==> config.mk <==
export PLATFORM = sky130hd
export DESIGN_NAME = tcc_channel
export DESIGN_NICKNAME = d
export VERILOG_FILES = /design/src/design/tcc_pkg.sv /design/src/design/tcc_channel.sv
export SDC_FILE = /design/constraint.sdc
export NUM_CORES = 1
export LEC_CHECK = 0
export BUFFER_PORTS_ARGS = -buffer_cell sky130_fd_sc_hd__buf_4
export CAP_MARGIN = 30
export CORE_MARGIN = 2
export CORE_UTILIZATION = 55
export DETAILED_ROUTE_END_ITERATION = 8
export PLACE_DENSITY = 0.75
export SLEW_MARGIN = 20
export SYNTH_ARGS = -nofsm -noshare
export SYNTH_HDL_FRONTEND = slang
export SYNTH_SLANG_ARGS = --single-unit
export TNS_END_PERCENT = 100
==> constraint.sdc <==
create_clock -name clk_sys_in -period 4.4 [get_ports clk_sys_in]
set_clock_uncertainty 0.1 [all_clocks]
set_input_delay 0.88 -clock clk_sys_in [delete_from_list [all_inputs] [get_ports clk_sys_in]]
set_output_delay 0.88 -clock clk_sys_in [all_outputs]
set_load 0.05 [all_outputs]
==> src/design/tcc_pkg.sv <==
// Purpose: Shared constants for one timer channel: register map, fields, reset values.
// Assumes: 16-bit channel, 32-bit register port with byte addresses.
// Notes:   Mode register fields change meaning with the waveform select bit.
package tcc_pkg;
    localparam int unsigned ADDR_W  = 32;
    localparam int unsigned DATA_W  = 32;
    localparam int unsigned CNT_W   = 16;

    // Register byte addresses
    localparam logic [31:0] ADDR_CONTROL   = 32'h4001_0000;
    localparam logic [31:0] ADDR_MODE      = 32'h4001_0004;
    localparam logic [31:0] ADDR_STEPPER   = 32'h4001_0008;
    localparam logic [31:0] ADDR_READOUT   = 32'h4001_000C;
    localparam logic [31:0] ADDR_COUNTER   = 32'h4001_0010;
    localparam logic [31:0] ADDR_CMP_A     = 32'h4001_0014;
    localparam logic [31:0] ADDR_CMP_B     = 32'h4001_0018;
    localparam logic [31:0] ADDR_PERIOD    = 32'h4001_001C;
    localparam logic [31:0] ADDR_STATUS    = 32'h4001_0020;
    localparam logic [31:0] ADDR_WPROT     = 32'h4001_00E4;

    // Control register bits (write-only strobes)
    localparam int unsigned CTL_CLK_EN  = 0;
    localparam int unsigned CTL_CLK_DIS = 1;
    localparam int unsigned CTL_SW_TRIG = 2;

    // Mode register fields
    localparam int unsigned MODE_RESTART  = 14;
    localparam int unsigned MODE_WAVE     = 15;
    localparam int unsigned MODE_LOAD_A   = 16;
    localparam int unsigned MODE_LOAD_B   = 18;
    localparam int unsigned MODE_A_CMPA   = 16;
    localparam int unsigned MODE_A_PER    = 18;
    localparam int unsigned MODE_A_EXT    = 20;
    localparam int unsigned MODE_A_SW     = 22;
    localparam int unsigned MODE_B_CMPB   = 24;
    localparam int unsigned MODE_B_PER    = 26;
    localparam int unsigned MODE_B_EXT    = 28;
    localparam int unsigned MODE_B_SW     = 30;

    // Stepper register fields
    localparam int unsigned STEP_GRAY_EN  = 0;
    localparam int unsigned STEP_DOWN     = 1;

    // Write protection field
    localparam int unsigned WPROT_LOCK    = 0;

    // Status register bit positions
    localparam int unsigned ST_OVF    = 0;
    localparam int unsigned ST_OVR    = 1;
    localparam int unsigned ST_CMPA   = 2;
    localparam int unsigned ST_CMPB   = 3;
    localparam int unsigned ST_PER    = 4;
    localparam int unsigned ST_LDA    = 5;
    localparam int unsigned ST_LDB    = 6;
    localparam int unsigned ST_CLKON  = 16;
    localparam int unsigned ST_MIRA   = 17;
    localparam int unsigned ST_MIRB   = 18;

    // Line action codes
    localparam logic [1:0] ACT_NONE   = 2'h0;
    localparam logic [1:0] ACT_SET    = 2'h1;
    localparam logic [1:0] ACT_CLEAR  = 2'h2;
    localparam logic [1:0] ACT_TOGGLE = 2'h3;

    // Load edge codes
    localparam logic [1:0] EDGE_NONE    = 2'h0;
    localparam logic [1:0] EDGE_RISING  = 2'h1;
    localparam logic [1:0] EDGE_FALLING = 2'h2;
    localparam logic [1:0] EDGE_BOTH    = 2'h3;

    // Reset values
    localparam logic [31:0] RST_WORD  = 32'h0000_0000;
    localparam logic [15:0] RST_CNT   = 16'h0000;
    localparam logic [15:0] CNT_MAX   = 16'hFFFF;
    localparam logic [15:0] CNT_ONE   = 16'h0001;
    localparam logic [1:0]  GRAY_RST  = 2'h0;
    localparam logic [1:0]  GRAY_ONE  = 2'h1;
endpackage : tcc_pkg

==> src/design/tcc_channel.sv <==
// Purpose: One 16-bit timer channel: counter, compares, line actions, capture queue, status.
// Assumes: count_tick_in and ext_event_in are one-cycle pulses from logic on clk_sys_in.
// Notes:   Line pins are two-way; line inputs pass a two-flop synchroniser before use.
//
// The plain strobed port is this design's own decision.
`timescale 1ns/1ps
module tcc_channel #(
    parameter int unsigned QUEUE_DEPTH = 4,
    parameter int unsigned QUEUE_AW    = 2
) (
    input  wire logic                        clk_sys_in,
    input  wire logic                        rstn_in,
    input  wire logic [tcc_pkg::ADDR_W-1:0]  reg_addr_in,
    input  wire logic [tcc_pkg::DATA_W-1:0]  reg_wdata_in,
    input  wire logic                        reg_wr_in,
    input  wire logic                        reg_rd_in,
    output logic      [tcc_pkg::DATA_W-1:0]  reg_rdata_out,
    input  wire logic                        count_tick_in,
    input  wire logic                        ext_event_in,
    input  wire logic                        line_a_in,
    output logic                             line_a_out,
    output logic                             line_a_oe_out,
    input  wire logic                        line_b_in,
    output logic                             line_b_out,
    output logic                             line_b_oe_out,
    output logic                             dma_req_out
);
    import tcc_pkg::*;

    typedef logic [CNT_W-1:0] tcc_cnt_type;
    tcc_cnt_type       count_reg, count_next;
    tcc_cnt_type       cmp_a_reg, cmp_a_next;
    tcc_cnt_type       cmp_b_reg, cmp_b_next;
    tcc_cnt_type       period_reg, period_next;
    logic [31:0]       mode_reg, mode_next;
    logic [1:0]        step_reg, step_next;
    logic              lock_reg, lock_next;
    logic              clk_on_reg, clk_on_next;
    logic [1:0]        gray_reg, gray_next;
    logic              out_a_reg, out_a_next;
    logic              out_b_reg, out_b_next;
    logic [6:0]        flags_reg, flags_next;
    logic              unread_a_reg, unread_a_next;
    logic              unread_b_reg, unread_b_next;
    logic [31:0]       rdata_reg, rdata_next;
    logic [1:0]        sync_a_reg, sync_b_reg;
    logic              prev_a_reg;
    tcc_cnt_type       queue_mem [QUEUE_DEPTH];
    logic [QUEUE_AW-1:0] wr_ptr_reg, rd_ptr_reg;
    logic [QUEUE_AW:0]   fill_reg, fill_next;

    // Address decode
    wire hit_ctl    = reg_addr_in == ADDR_CONTROL;
    wire hit_mode   = reg_addr_in == ADDR_MODE;
    wire hit_step   = reg_addr_in == ADDR_STEPPER;
    wire hit_rdout  = reg_addr_in == ADDR_READOUT;
    wire hit_cnt    = reg_addr_in == ADDR_COUNTER;
    wire hit_cmpa   = reg_addr_in == ADDR_CMP_A;
    wire hit_cmpb   = reg_addr_in == ADDR_CMP_B;
    wire hit_per    = reg_addr_in == ADDR_PERIOD;
    wire hit_stat   = reg_addr_in == ADDR_STATUS;
    wire hit_wprot  = reg_addr_in == ADDR_WPROT;
    wire wave_mode  = mode_reg[MODE_WAVE];
    wire wr_open    = reg_wr_in && !lock_reg;
    wire wr_cmpa    = wr_open && hit_cmpa && wave_mode;
    wire wr_cmpb    = wr_open && hit_cmpb && wave_mode;
    wire wr_per     = wr_open && hit_per;
    wire wr_mode    = wr_open && hit_mode;
    wire wr_step    = wr_open && hit_step;
    wire wr_ctl     = reg_wr_in && hit_ctl;
    wire sw_trig    = wr_ctl && reg_wdata_in[CTL_SW_TRIG];
    wire rd_stat    = reg_rd_in && hit_stat;
    // Counter events
    wire tick       = count_tick_in && clk_on_reg;
    wire at_max     = count_reg == CNT_MAX;
    wire per_hit    = tick && (count_reg == period_reg);
    wire cmpa_hit   = tick && wave_mode && (count_reg == cmp_a_reg);
    wire cmpb_hit   = tick && wave_mode && (count_reg == cmp_b_reg);
    wire ovf_hit    = tick && at_max;
    wire ext_evt    = ext_event_in && wave_mode;
    // Capture edges on the synchronised line A
    wire pin_a      = sync_a_reg[1];
    wire rise_a     = pin_a && !prev_a_reg;
    wire fall_a     = !pin_a && prev_a_reg;
    wire [1:0] lda  = mode_reg[MODE_LOAD_A +: 2];
    wire [1:0] ldb  = mode_reg[MODE_LOAD_B +: 2];
    wire load_a     = !wave_mode && (((lda == EDGE_RISING) || (lda == EDGE_BOTH)) && rise_a
                      || ((lda == EDGE_FALLING) || (lda == EDGE_BOTH)) && fall_a);
    wire load_b     = !wave_mode && (((ldb == EDGE_RISING) || (ldb == EDGE_BOTH)) && rise_a
                      || ((ldb == EDGE_FALLING) || (ldb == EDGE_BOTH)) && fall_a);
    // Capture queue control
    wire q_empty    = fill_reg == '0;
    wire q_pop      = reg_rd_in && hit_rdout && !q_empty;
    wire [QUEUE_AW:0] q_space = (QUEUE_AW+1)'(QUEUE_DEPTH) - fill_reg;
    wire q_push_a   = load_a && (q_space != '0 || q_pop);
    wire q_push_b   = load_b && ((QUEUE_AW+1)'(q_space) > (QUEUE_AW+1)'(q_push_a)
                      || (q_pop && q_space == (QUEUE_AW+1)'(q_push_a)));

    // Apply one action code to a line level
    function automatic logic apply_act(input logic cur, input logic [1:0] code);
        logic res;
        res = cur;
        case (code)
            ACT_SET:    res = 1'b1;
            ACT_CLEAR:  res = 1'b0;
            ACT_TOGGLE: res = !cur;
            default:    res = cur;
        endcase
        return res;
    endfunction : apply_act

    // Lines A and B: lowest priority first so trigger wins
    always_comb begin
        out_a_next = out_a_reg;
        out_b_next = out_b_reg;
        if (wave_mode) begin
            if (cmpa_hit) begin
                out_a_next = apply_act(out_a_next, mode_reg[MODE_A_CMPA +: 2]);
            end
            if (per_hit) begin
                out_a_next = apply_act(out_a_next, mode_reg[MODE_A_PER +: 2]);
            end
            if (ext_evt) begin
                out_a_next = apply_act(out_a_next, mode_reg[MODE_A_EXT +: 2]);
            end
            if (sw_trig) begin
                out_a_next = apply_act(out_a_next, mode_reg[MODE_A_SW +: 2]);
            end
            if (cmpb_hit) begin
                out_b_next = apply_act(out_b_next, mode_reg[MODE_B_CMPB +: 2]);
            end
            if (per_hit) begin
                out_b_next = apply_act(out_b_next, mode_reg[MODE_B_PER +: 2]);
            end
            if (ext_evt) begin
                out_b_next = apply_act(out_b_next, mode_reg[MODE_B_EXT +: 2]);
            end
            if (sw_trig) begin
                out_b_next = apply_act(out_b_next, mode_reg[MODE_B_SW +: 2]);
            end
        end
    end

    always_comb begin
        gray_next = gray_reg;
        if (per_hit && step_reg[STEP_GRAY_EN]) begin
            case ({step_reg[STEP_DOWN], gray_reg})
                3'h0:    gray_next = 2'h1;
                3'h1:    gray_next = 2'h3;
                3'h3:    gray_next = 2'h2;
                3'h2:    gray_next = 2'h0;
                3'h4:    gray_next = 2'h2;
                3'h6:    gray_next = 2'h3;
                3'h7:    gray_next = 2'h1;
                3'h5:    gray_next = 2'h0;
                default: gray_next = GRAY_RST;
            endcase
        end
    end
    // Counter: wraps at top, restarts on trigger or on period match if asked
    always_comb begin
        count_next = count_reg;
        if (sw_trig || (per_hit && mode_reg[MODE_RESTART])) begin
            count_next = RST_CNT;
        end else if (tick) begin
            count_next = count_reg + CNT_ONE;
        end
    end

    always_comb begin
        clk_on_next = clk_on_reg;
        if (wr_ctl && reg_wdata_in[CTL_CLK_DIS]) begin
            clk_on_next = 1'b0;
        end else if (wr_ctl && reg_wdata_in[CTL_CLK_EN]) begin
            clk_on_next = 1'b1;
        end
        cmp_a_next  = wr_cmpa ? reg_wdata_in[CNT_W-1:0] : (load_a ? count_reg : cmp_a_reg);
        cmp_b_next  = wr_cmpb ? reg_wdata_in[CNT_W-1:0] : (load_b ? count_reg : cmp_b_reg);
        period_next = wr_per ? reg_wdata_in[CNT_W-1:0] : period_reg;
        mode_next   = wr_mode ? reg_wdata_in : mode_reg;
        step_next   = wr_step ? reg_wdata_in[1:0] : step_reg;
        lock_next   = (reg_wr_in && hit_wprot) ? reg_wdata_in[WPROT_LOCK] : lock_reg;
    end

    // Unread tracking: a register read clears, a load marks unread
    always_comb begin
        unread_a_next = unread_a_reg;
        unread_b_next = unread_b_reg;
        if (reg_rd_in && hit_cmpa) begin
            unread_a_next = 1'b0;
        end
        if (reg_rd_in && hit_cmpb) begin
            unread_b_next = 1'b0;
        end
        if (load_a) begin
            unread_a_next = 1'b1;
        end
        if (load_b) begin
            unread_b_next = 1'b1;
        end
        if (wave_mode) begin
            unread_a_next = 1'b0;
            unread_b_next = 1'b0;
        end
    end

    // Status flags: clear on read, then any event of this cycle sets again
    always_comb begin
        flags_next = rd_stat ? 7'h00 : flags_reg;
        if (ovf_hit) begin
            flags_next[ST_OVF] = 1'b1;
        end
        if ((load_a && unread_a_reg) || (load_b && unread_b_reg)) begin
            flags_next[ST_OVR] = 1'b1;
        end
        if (cmpa_hit) begin
            flags_next[ST_CMPA] = 1'b1;
        end
        if (cmpb_hit) begin
            flags_next[ST_CMPB] = 1'b1;
        end
        if (per_hit) begin
            flags_next[ST_PER] = 1'b1;
        end
        if (load_a) begin
            flags_next[ST_LDA] = 1'b1;
        end
        if (load_b) begin
            flags_next[ST_LDB] = 1'b1;
        end
        // Capture-only and waveform-only flags hold zero in the other mode
        if (wave_mode) begin
            flags_next[ST_OVR] = 1'b0;
            flags_next[ST_LDA] = 1'b0;
            flags_next[ST_LDB] = 1'b0;
        end else begin
            flags_next[ST_CMPA] = 1'b0;
            flags_next[ST_CMPB] = 1'b0;
        end
    end

    // Mirrors show the driven level in waveform mode, the pin in capture mode
    wire mirror_a = wave_mode ? line_a_out : pin_a;
    wire mirror_b = wave_mode ? line_b_out : sync_b_reg[1];
    wire [31:0] status_word = {13'h0000, mirror_b, mirror_a, clk_on_reg, 9'h000, flags_reg};
    // Read mux; unmapped or write-only addresses read zero
    always_comb begin
        rdata_next = RST_WORD;
        if (reg_rd_in) begin
            if (hit_mode) begin
                rdata_next = mode_reg;
            end else if (hit_step) begin
                rdata_next = {30'h0000_0000, step_reg};
            end else if (hit_rdout) begin
                rdata_next = {16'h0000, queue_mem[rd_ptr_reg]};
            end else if (hit_cnt) begin
                rdata_next = {16'h0000, count_reg};
            end else if (hit_cmpa) begin
                rdata_next = {16'h0000, cmp_a_reg};
            end else if (hit_cmpb) begin
                rdata_next = {16'h0000, cmp_b_reg};
            end else if (hit_per) begin
                rdata_next = {16'h0000, period_reg};
            end else if (hit_stat) begin
                rdata_next = status_word;
            end else if (hit_wprot) begin
                rdata_next = {31'h0000_0000, lock_reg};
            end
        end
    end

    assign fill_next = fill_reg + (QUEUE_AW+1)'(q_push_a) + (QUEUE_AW+1)'(q_push_b)
                       - (QUEUE_AW+1)'(q_pop);
    // Queue storage; B lands after A when both load together
    always_ff @(posedge clk_sys_in) begin
        if (q_push_a) begin
            queue_mem[wr_ptr_reg] <= count_reg;
        end
        if (q_push_b) begin
            queue_mem[wr_ptr_reg + QUEUE_AW'(q_push_a)] <= count_reg;
        end
    end

    always_ff @(posedge clk_sys_in or negedge rstn_in) begin
        if (!rstn_in) begin
            wr_ptr_reg <= '0;
            rd_ptr_reg <= '0;
            fill_reg   <= '0;
        end else begin
            wr_ptr_reg <= wr_ptr_reg + QUEUE_AW'(q_push_a) + QUEUE_AW'(q_push_b);
            rd_ptr_reg <= rd_ptr_reg + QUEUE_AW'(q_pop);
            fill_reg   <= fill_next;
        end
    end

    // First stage is read only by the second stage
    always_ff @(posedge clk_sys_in or negedge rstn_in) begin
        if (!rstn_in) begin
            sync_a_reg <= 2'h0;
            sync_b_reg <= 2'h0;
            prev_a_reg <= 1'b0;
        end else begin
            sync_a_reg <= {sync_a_reg[0], line_a_in};
            sync_b_reg <= {sync_b_reg[0], line_b_in};
            prev_a_reg <= sync_a_reg[1];
        end
    end

    always_ff @(posedge clk_sys_in or negedge rstn_in) begin
        if (!rstn_in) begin
            count_reg    <= RST_CNT;
            cmp_a_reg    <= RST_CNT;
            cmp_b_reg    <= RST_CNT;
            period_reg   <= RST_CNT;
            mode_reg     <= RST_WORD;
            step_reg     <= 2'h0;
            lock_reg     <= 1'b0;
            clk_on_reg   <= 1'b0;
            gray_reg     <= GRAY_RST;
            out_a_reg    <= 1'b0;
            out_b_reg    <= 1'b0;
            flags_reg    <= 7'h00;
            unread_a_reg <= 1'b0;
            unread_b_reg <= 1'b0;
            rdata_reg    <= RST_WORD;
        end else begin
            count_reg    <= count_next;
            cmp_a_reg    <= cmp_a_next;
            cmp_b_reg    <= cmp_b_next;
            period_reg   <= period_next;
            mode_reg     <= mode_next;
            step_reg     <= step_next;
            lock_reg     <= lock_next;
            clk_on_reg   <= clk_on_next;
            gray_reg     <= gray_next;
            out_a_reg    <= out_a_next;
            out_b_reg    <= out_b_next;
            flags_reg    <= flags_next;
            unread_a_reg <= unread_a_next;
            unread_b_reg <= unread_b_next;
            rdata_reg    <= rdata_next;
        end
    end

    // gray counter takes over both lines
    assign line_a_out    = step_reg[STEP_GRAY_EN] ? gray_reg[0] : out_a_reg;
    assign line_b_out    = step_reg[STEP_GRAY_EN] ? gray_reg[1] : out_b_reg;
    // Capture mode needs line A as an input, so lines drive only in waveform or gray
    assign line_a_oe_out = wave_mode || step_reg[STEP_GRAY_EN];
    assign line_b_oe_out = wave_mode || step_reg[STEP_GRAY_EN];
    assign reg_rdata_out = rdata_reg;
    assign dma_req_out   = !q_empty;
endmodule : tcc_channel

## Word-level counts from Yosys, hierarchy flattened

Memories as Yosys holds them, arrays and structs flattened. A register that Yosys moved wholly into a read port is not among the register bits.
Index checks and enable logic that the tools add are counted.

| storage, ports and cells | value |
|---|---|
| register bits | 155 |
| RAM bits | 64 |
| memory bits (read-only) | 16 |
| bits of input ports | 72 |
| output and inout bits | 37 |
| logic and storage cells | 221 |
| memories | 2 |

Memories:

| memory | depth | bits a word | read ports | clocked after Yosys merged registers in | wr ports | RTL line | RTL |
|---|---|---|---|---|---|---|---|
| queue_mem | 4 | 16 | 1 | 0 | 2 | tcc_channel.sv:48 | `tcc_cnt_type queue_mem [QUEUE_DEPTH];` |
| (name not given) | 8 | 2 | 1 | 1 | 0 | tcc_channel.sv:147 | `case ({step_reg[STEP_DOWN], gray_reg})` |

| cells by class | value |
|---|---|
| add/subtract/negate cells | 8 |
| order comparisons | 1 |
| eq/ne operators | 41 |
| muxes and demuxes | 65 |
| reductions and logical operators | 78 |

Operator list:

| operator | count |
|---|---|
| $eq 32x31->1 const B | 10 |
| $mux 19 | 7 |
| $mux 16 | 6 |
| $mux 32 | 2 |
| $eq 16x16->1 | 3 |
| $logic_and 1x1->1 | 40 |
| $mux 1 | 39 |
| $eq 2x2->1 const B | 16 |
| $pmux 1 s3 | 8 |
| $reduce_bool 3->1 | 6 |
| $add 16x1->16 const B | 1 |
| $eq 16x16->1 const B | 1 |
| $eq 2x1->1 const B | 8 |
| $logic_not 1->1 | 14 |
| $reduce_bool 2->1 | 6 |
| $logic_or 1x1->1 | 11 |
| $mux 7 | 1 |
| $add 2x1->2 | 3 |
| $add 3x1->3 | 2 |
| $ne 3x1->1 const B | 2 |
| $mux 2 | 2 |
| $eq 3x1->1 | 1 |
| $gt 3x1->1 | 1 |
| $logic_not 3->1 | 1 |
| other kinds (2) | 2 |

## Logic depth before layout (Yosys ltp)

| depth | value |
|---|---|
| word-level depth | 16 |
| gate-level depth with buffers | 15 |
| depth with buffers taken out | 15 |

## Worst setup path after synthesis

No wires, ideal clock.

| timing path | value |
|---|---|
| path type | in2reg |
| start | input port reg_addr_in[13] (netlist bit) |
| end | memory queue_mem[1][0] (netlist bit), enable pin |
| library setup time | 0.411 ns |
| data arrival time | 4.531 ns |
| data required time | 3.889 ns |
| slack | -0.643 ns |
| stages on the path | 13 |
| buffers on the path | 0 |
| cell sequence | or4_4 -> or4_4 -> nor4_1 -> nand2_1 -> nor3_2 -> o21ai_2 -> inv_1 -> ha_1 -> o211ai_1 -> a41oi_1 -> nor3_2 -> o211ai_1 -> o21ai_0 |

RTL lines:

| element | RTL line | RTL |
|---|---|---|
| start, declared | tcc_channel.sv:13 | `input wire logic [tcc_pkg::ADDR_W-1:0] reg_addr_in,` |
| end, declared | tcc_channel.sv:48 |  |

## Final worst setup path

| timing path | value |
|---|---|
| start | input port reg_addr_in[13] (netlist bit) |
| end | register fill_reg[2] |

| between the ends | value |
|---|---|
| longest elaborated chain between the ends | 11 |
| elaborated cells on any way between the ends | 13 |
| those cells by class | add/sub: 3; order compare: 1; eq/ne: 2; reduce/logical: 7 |

RTL lines:

| element | RTL line | RTL |
|---|---|---|
| $eq 32x31->1 * | tcc_channel.sv:56 | `wire hit_rdout = reg_addr_in == ADDR_READOUT;` |
| $logic_and 1x1->1 * (2 in series) | tcc_channel.sv:93 | `wire q_pop = reg_rd_in && hit_rdout && !q_empty;` |
| branches (longest 7 deep; another with $gt 3x1->1) | - |  |
| $sub 3x1->3 * | tcc_channel.sv:273 | `- (QUEUE_AW+1)'(q_pop);` |
| via fill_next[2] | tcc_channel.sv:50 | `logic [QUEUE_AW:0] fill_reg, fill_next;` |
| end signal, assigned | tcc_channel.sv:292 | `fill_reg <= fill_next;` |
| end, declared | tcc_channel.sv:50 |  |

Mark *: on every way through the listed nets, which the timed path passes.
A chain may end at the register's enable or synchronous reset.

==> results.toml <==
[sta]
rsz0062_at_grt = "false"
fin_crit_sh = 0.905
slew_viol_final = 0
hold_violations = 0
setup_viol = 0
post-route-min-period_ns = 3.98
setup_ws_ns = 0.418
fmax_mhz = 251
slew_headroom = 0.325
worst_pin_slew_ns = 1.00

[placement]
dp_hpwl_mm = 20.3
pre_cts_slack_ns = -0.109
io_buffers = 108
gp_congestion = 0.921

[logic_synthesis]
ys_types = 71
synthFlopType = "dfrtp_1"
synth_enable_flop_cells = 64
synth_area_leaders = "dfrtp_1 (36%), edfxtp_1 (18%), mux2_2 (5.5%), xor2_1 (4.3%), mux4_2 (3.3%)"
synth-async-reset-ratio = 0.710
synth_top_area_frac = 0.359
synth_top_cell_by_area = "dfrtp_1"
yosys.cell_count.top_type = "dfrtp_1"
ys_seq_area_frac = 0.535
synth_common_cells = "dfrtp_1 (157), edfxtp_1 (64), nor2_1 (62), nand2_1 (60), xor2_1 (54)"
syn_inst = 923
syn_avg_cell_area_sq_um = 11.8
yosys_warnings = 0
synth_fp_nets = 1006
ys_ff_latch = 221
syn_area_sq_um = 10900

[layout]
synthToLayoutAreaGrowth_pct = 20.2
layout.nets = 1120
drive_gt1_frac = 0.276
final_core_util = 0.675
largest_reg_flops = 64
diodes = 0

[status]
status = "completed"

[worst_setup_path]
cp.arrival_ns = 4.28
critPathKind = "in2reg"
crit_path_max_fanout = 4
crit_path_start_kind = "input port"
cp-end-kind = "flop"
worstPathRequired_ns = 4.69

[power_and_ir_drop]
leakagePower_nw = 6.12
p_per_area_nw_per_um2 = 336
ir_drop_v = 0.000319

[die]
core_area_sq_um = 19500
io-pin-count = 109
dieWidth_um = 145
die_h_um = 145
rows = 51
initial_core_util = 0.562
die-area_sq_um = 21000

[detailed_routing]
drtAntennaViolNets = 0
viasPerCell = 6.22
vias = 8213
dr.pass1.iters = 5
drt_iter0_markers = 904
drc = 0
wl_mm = 29.3
wire_per_inst_um = 22.2

[cts]
post_cts_resize_count = 0
cts_root_buf = "clkbuf_16"
cts_setup_buffers = 0
tritoncts = "done"
cts_made_buffers = 24
clk_pin_slew_ns = 0.06
h-tree-depth = 1
clk_latency_ns = 0.52
clockBufferDepth = 3
clock_sinks = 221
cts_hold_buf = 0

[global_route]
grt_max_degree = 92
grt_pass1_vias = 8131
grt_remaining_overflow = 0
track_usage = 0.280
antenna_found_initial = 0
grt_first_pass_wirelength_mm = 46.3

[hold_path]
hp-class = "in2async"

[run]
cap_violations = 0
[cell type report]
| cell class | count | area (sq um) |
|---|---|---|
| clock inverter | 17 | 211 |
| timing repair buffer | 148 | 1180 |
| multi-input combinational | 624 | 4840 |
| sequential | 221 | 5850 |
| fill | 1457 | 6330 |
| tap | 265 | 332 |
| clock buffer | 27 | 653 |
| inverter | 18 | 67.6 |
[critical path, cell delays in order]
cell,delay (ns)
buf_4,0.11
or4_4,0.53
or4_4,0.55
nor4_4,0.20
nand2_2,0.12
nor3_4,0.24
o21ai_4,0.09
inv_2,0.09
ha_4,0.13
o211ai_1,0.09
a41oi_2,0.21
nor3_4,0.07
fa_2,0.36
fa_2,0.34
xnor2_1,0.14
xnor2_1,0.13
[power breakdown]
part           internal, mW  switching (mW)
Sequential             2.11         0.00139
Clock                  1.36           0.820
Combinational        0.0561          0.0748
Total                  3.52           0.896
[cell families after synthesis]
| group | Yosys count | synth area share |
|---|---|---|
| compound gates | 185 | 0.127 |
| mux | 87 | 0.104 |
| buf+inv | 78 | 0.0308 |
| simple gates | 272 | 0.134 |
| flops | 221 | 0.535 |
| xor+xnor | 69 | 0.0553 |
| fa+ha+maj | 11 | 0.0140 |
[stage by stage]
step | std cells | area, sq um | hold slack [ns] | TNS, ns | power, mW
after floorplan | 923 | 11000 | 0.231 | -2.57 | 2.17
after global placement | 1275 | 12200 | 0.235 | -0.0373 | 2.27
after detailed placement | 1275 | 12200 | 0.245 | -3.14 | 2.28
after CTS | 1319 | 13100 | 0.259 | 0 | 4.44
after global routing | 1320 | 13100 | 0.0871 | 0 | 4.54
final | 1320 | 13100 | 0.0877 | 0 | 4.42
[layout by cell type (no fill, tap or decap), drive strengths merged, types with 9 or more instances in the layout]
cell    count
a21o       26
a21oi      22
a221oi     10
a22o       34
and2       19
and3       14
buf       148
clkbuf     27
clkinv     10
dfrtp     157
edfxtp     64
ha          9
inv        18
mux2       53
mux2i      18
mux4       16
nand2      61
nand2b     10
nand3      20
nand4      19
nor2       65
nor3       18
nor4       21
o211ai     10
o21ai      34
xnor2      15
xor2       54
[metal layers]
layer	vias to the layer above	global-route usage	wire length, um
li1	3666	-	-
met1	4082	0.402	12400
met2	391	0.427	13400
met3	74	0.0525	2460
met4	0	0.106	1080
met5	-	0	0
[path summary, 6_finish.rpt]
path,startpoint,endpoint,slack (ns),depth (start not counted)
max,reg_addr_in[13],fill_reg[2]$_DFF_PN0_,0.42,16
min,rstn_in,step_reg[0]$_DFFE_PN0P_,0.09,1
max reg2reg,fill_reg[0]$_DFF_PN0_,fill_reg[2]$_DFF_PN0_,1.26,14
min reg2reg,sync_a_reg[0]$_DFF_PN0_,sync_a_reg[1]$_DFF_PN0_,0.26,0
max in group asynchronous,rstn_in,mode_reg[11]$_DFFE_PN0P_,3.47,2
min in group clk_sys_in,sync_a_reg[0]$_DFF_PN0_,sync_a_reg[1]$_DFF_PN0_,0.26,0
Note: power is estimated with default switching activity, not from simulation.
